## config.mk

```make
export PLATFORM = sky130hd
export DESIGN_NAME = analog_comparator_control
export DESIGN_NICKNAME = d
export VERILOG_FILES = /design/src/common/positive_input_pin_ctrl_pkg.sv /design/src/hw/edge_sync.sv /design/src/hw/analog_comparator_control.sv
export SDC_FILE = /design/constraint.sdc
export NUM_CORES = 1
export LEC_CHECK = 0
export BUFFER_PORTS_ARGS = -buffer_cell sky130_fd_sc_hd__buf_2
export CAP_MARGIN = 10
export CELL_PAD_IN_SITES_DETAIL_PLACEMENT = 1
export CELL_PAD_IN_SITES_GLOBAL_PLACEMENT = 1
export CORE_MARGIN = 2
export CORE_UTILIZATION = 29
export CTS_BUF_LIST = sky130_fd_sc_hd__clkbuf_4
export DETAILED_ROUTE_END_ITERATION = 7
export PLACE_DENSITY = 0.88
export SLEW_MARGIN = 20
export SYNTH_ARGS = -nofsm -noshare
export SYNTH_HDL_FRONTEND = slang
export SYNTH_SLANG_ARGS = --single-unit
```

## constraint.sdc

```tcl
create_clock -name hclk -period 3.5 [get_ports hclk]
set_clock_uncertainty 0.1 [all_clocks]
set_input_delay 0.175 -clock hclk [delete_from_list [all_inputs] [get_ports hclk]]
set_output_delay 0.175 -clock hclk [all_outputs]
set_load 0.01 [all_outputs]
```

## src/common/positive_input_pin_ctrl_pkg.sv

```systemverilog
// Package: register map, field positions, reset values and modes of the comparator control
package positive_input_pin_ctrl_pkg;
    // Register byte offsets
    localparam logic [7:0] status_control_offset = 8'h00;
    localparam logic [7:0] irq_status_offset     = 8'h04;
    localparam logic [7:0] irq_mask_offset       = 8'h08;
    // Field positions of comparator_status_control
    localparam int module_on_bit                 = 7;
    localparam int reference_select_internal_bit = 6;
    localparam int compare_event_flag_bit        = 5;
    localparam int compare_irq_enable_bit        = 4;
    localparam int comparator_level_bit          = 3;
    localparam int output_pin_enable_bit         = 2;
    localparam int event_edge_select_lsb         = 0;
    // Interrupt status/mask layout
    localparam int event_status_bit              = 0;
    // Reset values
    localparam logic [7:0] status_control_reset  = 8'h00;
    localparam logic [0:0] irq_status_reset      = 1'h0;
    localparam logic [0:0] irq_mask_reset        = 1'h0;
    // Edge modes
    localparam logic [1:0] edge_fall_a           = 2'h0;
    localparam logic [1:0] edge_rise             = 2'h1;
    localparam logic [1:0] edge_fall_b           = 2'h2;
    localparam logic [1:0] edge_both             = 2'h3;
    // AHB constants
    localparam logic [1:0] htrans_nonseq         = 2'h2;
    localparam logic [1:0] htrans_seq            = 2'h3;
    localparam logic [2:0] hsize_word            = 3'h2;
endpackage

```

## src/hw/edge_sync.sv

```systemverilog
// Two-flop synchroniser of the comparator output with edge detection
`timescale 1ns/1ps
module edge_sync (
    input  wire logic       hclk,
    input  wire logic       hresetn,
    input  wire logic       clk_en,
    input  wire logic       clear,
    input  wire logic       async_in,
    output logic            level,
    output logic            rise,
    output logic            fall
);
    logic stage1;
    logic stage2;
    logic stage3;

    // Second flop alone reads the first; third holds the previous sample
    always_ff @(posedge hclk or negedge hresetn) begin // see [RL14]
        if (!hresetn) begin
            stage1 <= 1'b0;
            stage2 <= 1'b0;
            stage3 <= 1'b0;
        end else if (clk_en) begin
            if (clear) begin
                stage1 <= 1'b0;
                stage2 <= 1'b0;
                stage3 <= 1'b0;
            end else begin
                stage1 <= async_in;
                stage2 <= stage1;
                stage3 <= stage2;
            end
        end
    end

    assign level = stage2;
    assign rise  = stage2 & ~stage3; // see [RL14]
    assign fall  = ~stage2 & stage3;
endmodule

```

## src/hw/analog_comparator_control.sv

```systemverilog
// Control, status and interrupt logic around the analog comparator, AHB-Lite slave
// What this block does
// [RL1] module_on enables comparator; when clear, comparator sleeps and reports nothing.
// [RL2] reference_select_internal picks positive pin (0) or bandgap (1) as non-inverting input.
// [RL3] compare_event_flag sets on each compare event of the selected edge type.
// [RL4] Writing one clears compare_event_flag; writing zero leaves it alone.
// [RL5] Edge select: 00 and 10 falling, 01 rising, 11 both edges.
// [RL6] Interrupt request high while compare_irq_enable and compare_event_flag both set.
// [RL7] Interrupt drops once either enable or flag clears; no other acknowledge.
// [RL8] compare_irq_enable is a plain read-write bit; writing zero clears it.
// [RL9] comparator_level reads live comparator output, zero when module_on clear.
// [RL10] output_pin_enable drives comparator output onto comparator_out_pin; else not.
// [RL11] Comparator output high when non-inverting exceeds inverting input, else low.
// [RL12] In stop with comparator on, events set flag and wake if interrupt enabled.
// [RL13] After deepest stop wake, all register bits return to reset values.
// [RL14] Comparator output passes two sync flops; edges from successive samples.
`timescale 1ns/1ps
module analog_comparator_control
    import positive_input_pin_ctrl_pkg::*;
(
    input  wire logic        hclk,
    input  wire logic        hresetn,
    input  wire logic        clk_en,
    input  wire logic        hsel,
    input  wire logic [31:0] haddr,
    input  wire logic [1:0]  htrans,
    input  wire logic        hwrite,
    input  wire logic [2:0]  hsize,
    input  wire logic [31:0] hwdata,
    input  wire logic        hready,
    output logic      [31:0] hrdata,
    output logic             hreadyout,
    output logic             hresp,
    input  wire logic        comparator_raw,
    input  wire logic        deep_stop_wake,
    output logic             comparator_power_on,
    output logic             reference_internal_sel,
    output logic             comparator_out_pin,
    output logic             comparator_out_pin_oe,
    output logic             compare_irq,
    output logic             irq,
    output logic             wake_request
);
    import positive_input_pin_ctrl_pkg::*;

    // ==========================================================
    // Register state
    logic       module_on;
    logic       reference_select_internal;
    logic       compare_event_flag;
    logic       compare_irq_enable;
    logic       output_pin_enable;
    logic [1:0] event_edge_select;
    logic       irq_status;
    logic       irq_mask;

    // ==========================================================
    // AHB-Lite address phase capture
    logic       wr_pending;
    logic       rd_pending;
    logic [7:0] addr_latched;
    logic       access_ok;

    function automatic logic is_word_access(input logic [1:0] tr, input logic [2:0] sz);
        is_word_access = (tr == htrans_nonseq || tr == htrans_seq) && sz == hsize_word;
    endfunction

    assign access_ok = hsel && hready && is_word_access(htrans, hsize);

    always_ff @(posedge hclk or negedge hresetn) begin
        if (!hresetn) begin
            wr_pending   <= 1'b0;
            rd_pending   <= 1'b0;
            addr_latched <= 8'h00;
        end else if (clk_en) begin
            if (hready) begin
                wr_pending   <= access_ok && hwrite;
                rd_pending   <= access_ok && !hwrite;
                addr_latched <= haddr[7:0];
            end
        end
    end

    assign hreadyout = 1'b1;
    assign hresp     = 1'b0;

    logic wr_ctrl;
    logic wr_istat;
    logic wr_imask;
    assign wr_ctrl  = wr_pending && addr_latched == status_control_offset;
    assign wr_istat = wr_pending && addr_latched == irq_status_offset;
    assign wr_imask = wr_pending && addr_latched == irq_mask_offset;

    // ==========================================================
    // Comparator sampling and edge detection
    logic level;
    logic rise;
    logic fall;

    edge_sync u_sync (
        .hclk     (hclk),
        .hresetn  (hresetn),
        .clk_en   (clk_en),
        .clear    (!module_on),
        .async_in (comparator_raw), // see [RL11]
        .level    (level),
        .rise     (rise),
        .fall     (fall)
    );

    logic compare_event;
    always_comb begin
        compare_event = 1'b0;
        unique case (event_edge_select) // see [RL5]
            edge_fall_a: compare_event = fall;
            edge_rise:   compare_event = rise;
            edge_fall_b: compare_event = fall;
            edge_both:   compare_event = rise | fall;
        endcase
        if (!module_on) begin
            compare_event = 1'b0; // see [RL1]
        end
    end

    // ==========================================================
    // Control bits, all returned to reset on deep stop wake
    always_ff @(posedge hclk or negedge hresetn) begin
        if (!hresetn) begin
            module_on                 <= status_control_reset[module_on_bit];
            reference_select_internal <= status_control_reset[reference_select_internal_bit];
            compare_irq_enable        <= status_control_reset[compare_irq_enable_bit];
            output_pin_enable         <= status_control_reset[output_pin_enable_bit];
            event_edge_select         <= status_control_reset[event_edge_select_lsb +: 2];
        end else if (clk_en) begin
            if (deep_stop_wake) begin // see [RL13]
                module_on                 <= status_control_reset[module_on_bit];
                reference_select_internal <= status_control_reset[reference_select_internal_bit];
                compare_irq_enable        <= status_control_reset[compare_irq_enable_bit];
                output_pin_enable         <= status_control_reset[output_pin_enable_bit];
                event_edge_select         <= status_control_reset[event_edge_select_lsb +: 2];
            end else if (wr_ctrl) begin
                module_on                 <= hwdata[module_on_bit]; // see [RL1]
                reference_select_internal <= hwdata[reference_select_internal_bit]; // see [RL2]
                compare_irq_enable        <= hwdata[compare_irq_enable_bit]; // see [RL8]
                output_pin_enable         <= hwdata[output_pin_enable_bit];
                event_edge_select         <= hwdata[event_edge_select_lsb +: 2];
            end
        end
    end

    // Event flag: set wins over a one-to-clear in the same cycle
    always_ff @(posedge hclk or negedge hresetn) begin
        if (!hresetn) begin
            compare_event_flag <= status_control_reset[compare_event_flag_bit];
        end else if (clk_en) begin
            if (deep_stop_wake) begin // see [RL13]
                compare_event_flag <= status_control_reset[compare_event_flag_bit];
            end else if (compare_event) begin
                compare_event_flag <= 1'b1; // see [RL3] [RL12]
            end else if (wr_ctrl && hwdata[compare_event_flag_bit]) begin
                compare_event_flag <= 1'b0; // see [RL4]
            end
        end
    end

    // Sticky interrupt status with mask
    always_ff @(posedge hclk or negedge hresetn) begin
        if (!hresetn) begin
            irq_status <= irq_status_reset;
            irq_mask   <= irq_mask_reset;
        end else if (clk_en) begin
            if (deep_stop_wake) begin
                irq_status <= irq_status_reset;
                irq_mask   <= irq_mask_reset;
            end else begin
                if (compare_event) begin
                    irq_status <= 1'b1;
                end else if (wr_istat && hwdata[event_status_bit]) begin
                    irq_status <= 1'b0;
                end
                if (wr_imask) begin
                    irq_mask <= hwdata[event_status_bit];
                end
            end
        end
    end

    // ==========================================================
    // Outputs
    logic comparator_level;
    assign comparator_level = module_on & level; // see [RL9]

    assign comparator_power_on    = module_on; // see [RL1]
    assign reference_internal_sel = reference_select_internal; // see [RL2]

    always_ff @(posedge hclk or negedge hresetn) begin
        if (!hresetn) begin
            comparator_out_pin    <= 1'b0;
            comparator_out_pin_oe <= 1'b0;
        end else if (clk_en) begin
            comparator_out_pin    <= output_pin_enable & comparator_level; // see [RL10]
            comparator_out_pin_oe <= output_pin_enable & module_on; // see [RL10]
        end
    end

    assign compare_irq  = compare_irq_enable & compare_event_flag; // see [RL6] [RL7]
    assign wake_request = compare_irq; // see [RL12]
    assign irq          = irq_status & irq_mask;

    // ==========================================================
    // Read data
    logic [7:0] ctrl_view;
    always_comb begin
        ctrl_view = 8'h00;
        ctrl_view[module_on_bit]                 = module_on;
        ctrl_view[reference_select_internal_bit] = reference_select_internal;
        ctrl_view[compare_event_flag_bit]        = compare_event_flag;
        ctrl_view[compare_irq_enable_bit]        = compare_irq_enable;
        ctrl_view[comparator_level_bit]          = comparator_level; // see [RL9]
        ctrl_view[output_pin_enable_bit]         = output_pin_enable;
        ctrl_view[event_edge_select_lsb +: 2]    = event_edge_select;
    end

    always_comb begin
        hrdata = 32'h0000_0000;
        if (rd_pending) begin
            unique case (addr_latched)
                status_control_offset: hrdata = {24'h000000, ctrl_view};
                irq_status_offset:     hrdata = {31'h0, irq_status};
                irq_mask_offset:       hrdata = {31'h0, irq_mask};
                default:               hrdata = 32'h0000_0000;
            endcase
        end
    end
endmodule

```

---- After elaboration in Yosys (flattened, before gate mapping) ----
Cells that the tools add are included.
word-level totals
  bits of input ports ..................... 77
  register bits after elaboration ......... 24
  logic and storage cells ................. 83
operators by class
  equality and inequality tests ........... 8
  bitwise operators ....................... 10
  reduce and logical (&&, ||, !) cells .... 24
  multiplexer cells ....................... 25
operator list
  kind                number
  $mux 32             1
  $pmux 8 s3          1
  $mux 1              20
  $logic_and 1x1->1   10
  $reduce_and 2->1    5
  $eq 2x2->1 const B  4
  $eq 8x3->1 const B  1
  $eq 8x4->1 const B  1
  $logic_not 8->1     1
  $and 1x1->1         7
  $reduce_bool 3->1   2
  $mux 2              2
  $reduce_bool 2->1   2
  $eq 3x2->1 const B  1
  $pmux 1 s3          1
  $eq 2x1->1 const B  1
  $logic_not 2->1     1
  $not 1->1           2
  $reduce_or 2->1     1
  $logic_not 1->1     1
  $logic_or 1x1->1    1
  $or 1x1->1          1

---- Longest topological paths before layout ----
  word-level depth ........................ 7
  depth in mapped cells ................... 6
  gate-level depth less buffers ........... 6

---- Cells and area by module ----
A second synthesis with hierarchy kept.
second synthesis, totals
  cells, all modules ...................... 141
  area total of the unflattened synthesis .. 1397.6 um2
modules (own cells, without submodules)
  module                     instances  seq. area each (um2)  area each (um2)  cells each
  analog_comparator_control  1          525.5                 1266.2           127
  edge_sync                  1          75.1                  131.4            14

---- Least setup slack after synthesis ----
OpenSTA, ideal clock, no wires.
  kind .................................... reg2out
  start point ............................. register addr_latched[1]
  end point ............................... output hrdata[3]
  data arrival time ....................... 1.665 ns
  stages on the path, launching flop included .. 5
  path slack .............................. 1.560 ns
  cell sequence ........................... dfrtp_1 -> or4_4 -> nor4b_2 -> nor3b_4 -> and3_1
on the way
  word-level cells in the longest chain between the ends .. 3
  elaborated cells on any way between the ends .. 5
ends and longest elaborated chain
  what                                      line                              text
  start: declaration                        analog_comparator_control.sv:61   logic [7:0] addr_latched;
  start signal: assignment                  analog_comparator_control.sv:79   addr_latched <= haddr[7:0];
  $eq 8x4->1, or another cell as far along  analog_comparator_control.sv:227  unique case (addr_latched)
  $pmux 8 s3 *                              analog_comparator_control.sv:227
  $mux 32 *                                 analog_comparator_control.sv:226  if (rd_pending) begin
  end: declaration                          analog_comparator_control.sv:31   output logic [31:0] hrdata,
Mark *: on every way between the ends. The rest lies on a longest branch, timed or not.

---- Worst setup path in the final report ----
Ends and elaborated chain as after synthesis.

==> impl_metrics.env <==
export IMPL_synth_area_top_cells="dfrtp_1, buf_4, mux2_2"
export IMPL_drv_cap=0
export IMPL_diodes=0
export IMPL_cts_max_level=1
export IMPL_run_status="completed"
export IMPL_drt_pass1_iter_count=4
export IMPL_worstSetupEndpointType="output pin"
export IMPL_drive_gt1_share_pct=35.3
export IMPL_core_area_um2=4720
export IMPL_synth_area_um2=1410
export IMPL_multi_input_comb_area_um2=648
export IMPL_hold_viol_final=0
export IMPL_finalPower_mw=0.585
export IMPL_grt_pass1_wl_mm=4.97
export IMPL_period_share_pct=72.7
export IMPL_drc_errors=0
export IMPL_antenna_found_initial=0
export IMPL_via_count=1105
export IMPL_synth_top_area_cell="dfrtp_1"
export IMPL_postSynthAreaPerCell_um2=10.3
export IMPL_chipHeight_um=73.8
export IMPL_hold_start="haddr[2]"
export IMPL_synth_top_cell_area_share_pct=42.5
export IMPL_comb_power_share_pct=13.4
export IMPL_seqCellArea_um2=601
export IMPL_final_nets=270
export IMPL_tightestPinTransition_ps=534
export IMPL_arrival_ps=2270
export IMPL_setup_viol_count_final=0
export IMPL_rows=25
export IMPL_grt_ovfl_total=0
export IMPL_via_per_inst=4.30
export IMPL_placed_cell_area_um2=1560
export IMPL_netSwitchingPower_mw=0.141
export IMPL_crit_required_ps=3220
export IMPL_cp_start_kind="flop"
export IMPL_p_leak_nw=0.867
export IMPL_syn_to_final_growth_pct=24.8
export IMPL_switching_share_pct=24.1
export IMPL_layout_common_cells="buf_2, conb_1, dfrtp_1, dlygate4sd3_1"
export IMPL_hold_class="input pin to flop"
export IMPL_die_area_um2=5440
export IMPL_cts_sinks=24
export IMPL_timing_slew_headroom_pct=64.4
export IMPL_fmax_mhz=393
export IMPL_dp_hpwl_mm=2.35
export IMPL_path_clk_slew_ps=120
export IMPL_io_buffers=41
export IMPL_cellInternalPower_mw=0.444
export IMPL_cts_made_buffers=3
export IMPL_drt_total_wl_mm=3.26
export IMPL_final_area_um2=1760
export IMPL_reg2reg_from="addr_latched[1]"
export IMPL_gp_congestion=0.817
export IMPL_root_buffer="clkbuf_4"
export IMPL_pin_count=118
export IMPL_rsz0062_at_grt="false"
export IMPL_ys_types=33
export IMPL_p_per_area_nw_per_um2=332
export IMPL_postRouteAntennaNets=0
export IMPL_clock_path_buffers=2
export IMPL_cp_max_fo=7
export IMPL_fillers=568
export IMPL_peakVddDrop_mv=0.111
export IMPL_clkPwrFrac_pct=33.8
export IMPL_final_common_cell="buf_2"
export IMPL_track_usage_pct=12.0
export IMPL_die_w_um=73.8
export IMPL_grt_pass1_vias=1028
export IMPL_start_util_pct=29.9
export IMPL_drtIter0Drc=41
export IMPL_crit_start="addr_latched[1]"
export IMPL_synth_seq_cells=24
export IMPL_wire_per_inst_um=12.7
export IMPL_final_max_slew_viol_count=0
export IMPL_crit_type="flop to output pin"
export IMPL_cts_tree="done"
export IMPL_fin_crit_ps=2540
export IMPL_clock_latency_ps=310
export IMPL_grt_max_degree=25
export IMPL_synthCells=137
export IMPL_ys_seq_area_share_pct=42.5
export IMPL_seqPwrFrac_pct=52.8
export IMPL_yosysWarningCount=0
export IMPL_tns_ps=0
## final cells by class
| type | count | area share, % |
|---|---|---|
| well taps | 67 | 4.76 |
| clock inverters | 1 | 1.70 |
| flip-flops and latches | 24 | 34.1 |
| multi-input cells | 100 | 36.8 |
| inverters | 6 | 1.28 |
| clock buffers | 3 | 1.28 |
| repair buffers | 56 | 20.2 |
## power groups by stage
stage	clock network [mW]	registers (mW)	logic [mW]
detailed placement	0	0.314	0.0647
floorplan	0	0.309	0.0613
CTS	0.206	0.309	0.0786
global route	0.212	0.311	0.0883
global placement	0	0.311	0.0627
finish	0.198	0.309	0.0784
## state kept, by name, summed over array words and instances (netlist names)
register,flops
u_sync.stage1,1
u_sync.level,1
addr_latched,8
comparator_power_on,1
wr_pending,1
output_pin_enable,1
compare_irq_enable,1
rd_pending,1
comparator_out_pin,1
event_edge_select,2
irq_mask,1
irq_status,1
compare_event_flag,1
u_sync.stage3,1
comparator_out_pin_oe,1
reference_internal_sel,1
## final timing paths
path / end / slack [ps] / depth (start not counted)
max: hrdata[3] / 960 / 5
min: addr_latched[2] / 20 / 2
max reg2reg: output_pin_enable / 1500 / 4
min reg2reg: rd_pending / 410 / 2
max in group asynchronous: addr_latched[7] / 2680 / 2
min in group asynchronous: reference_internal_sel / 260 / 2
## cells by family (layout without fill, tap and decap cells)
logic type      count (synthesis)  after routing  share of synthesized area (%)
compound gates                 22             22                           11.2
fa+ha+maj                       2              2                           1.77
buf+inv                        37             66                           18.0
flops                          24             24                           42.5
mux                             9              9                           7.09
other cells                     2             26                          0.532
simple gates                   41             41                           19.0
## synthesized netlist by cell type
cell type	n
o21ai_0	9
a31oi_1	1
or3b_2	1
a21o_1	1
o21ai_1	1
buf_4	28
nor2_1	1
nand4_1	2
and2_1	9
nor2_4	1
dfrtp_1	24
mux2i_1	1
a22o_2	6
o41ai_1	1
or4_4	2
and3_1	1
nor3b_4	1
a21bo_2	1
o31ai_1	1
nor2b_1	2
nor4b_2	1
nand2_1	7
or2_2	1
nand3_1	8
ha_1	2
nor4_1	3
inv_1	6
clkbuf_8	1
mux2_2	8
nand4b_1	1
clkbuf_1	2
conb_1	2
o211ai_1	1
## per-layer routing
metal	up-vias	wire length [µm]	track usage, %
li1	529	-	-
met1	543	1440	15.4
met2	31	1660	20.4
met3	2	145	2.47
met4	0	12	3.43
met5	-	0	0
## worst max-delay path: stages, from the launching register on
cell and delay, ps:
dfrtp_1 400, or4_4 580, nor4b_2 300, nor3b_4 360
and3_1 200, buf_2 120
## metrics by stage
stage          setup slack (ps)  utilization [%]  hold slack (ps)  instances
2_1_floorplan              1560                -             -221        161
3_3_place_gp               1290             33.0             84.7        238
3_5_place_dp               1280             33.0             89.2        238
4_1_cts                     920             37.3             7.78        257
5_1_grt                     827             37.3             2.42        257
6_report                    956             37.3             20.5        257
## what timing repair did
action	in CTS	in global routing
resized for setup	0	0
setup buffers	0	0
hold endpoints to repair	38	0
hold buffers	15	0
(Power assumes the default switching activity.)
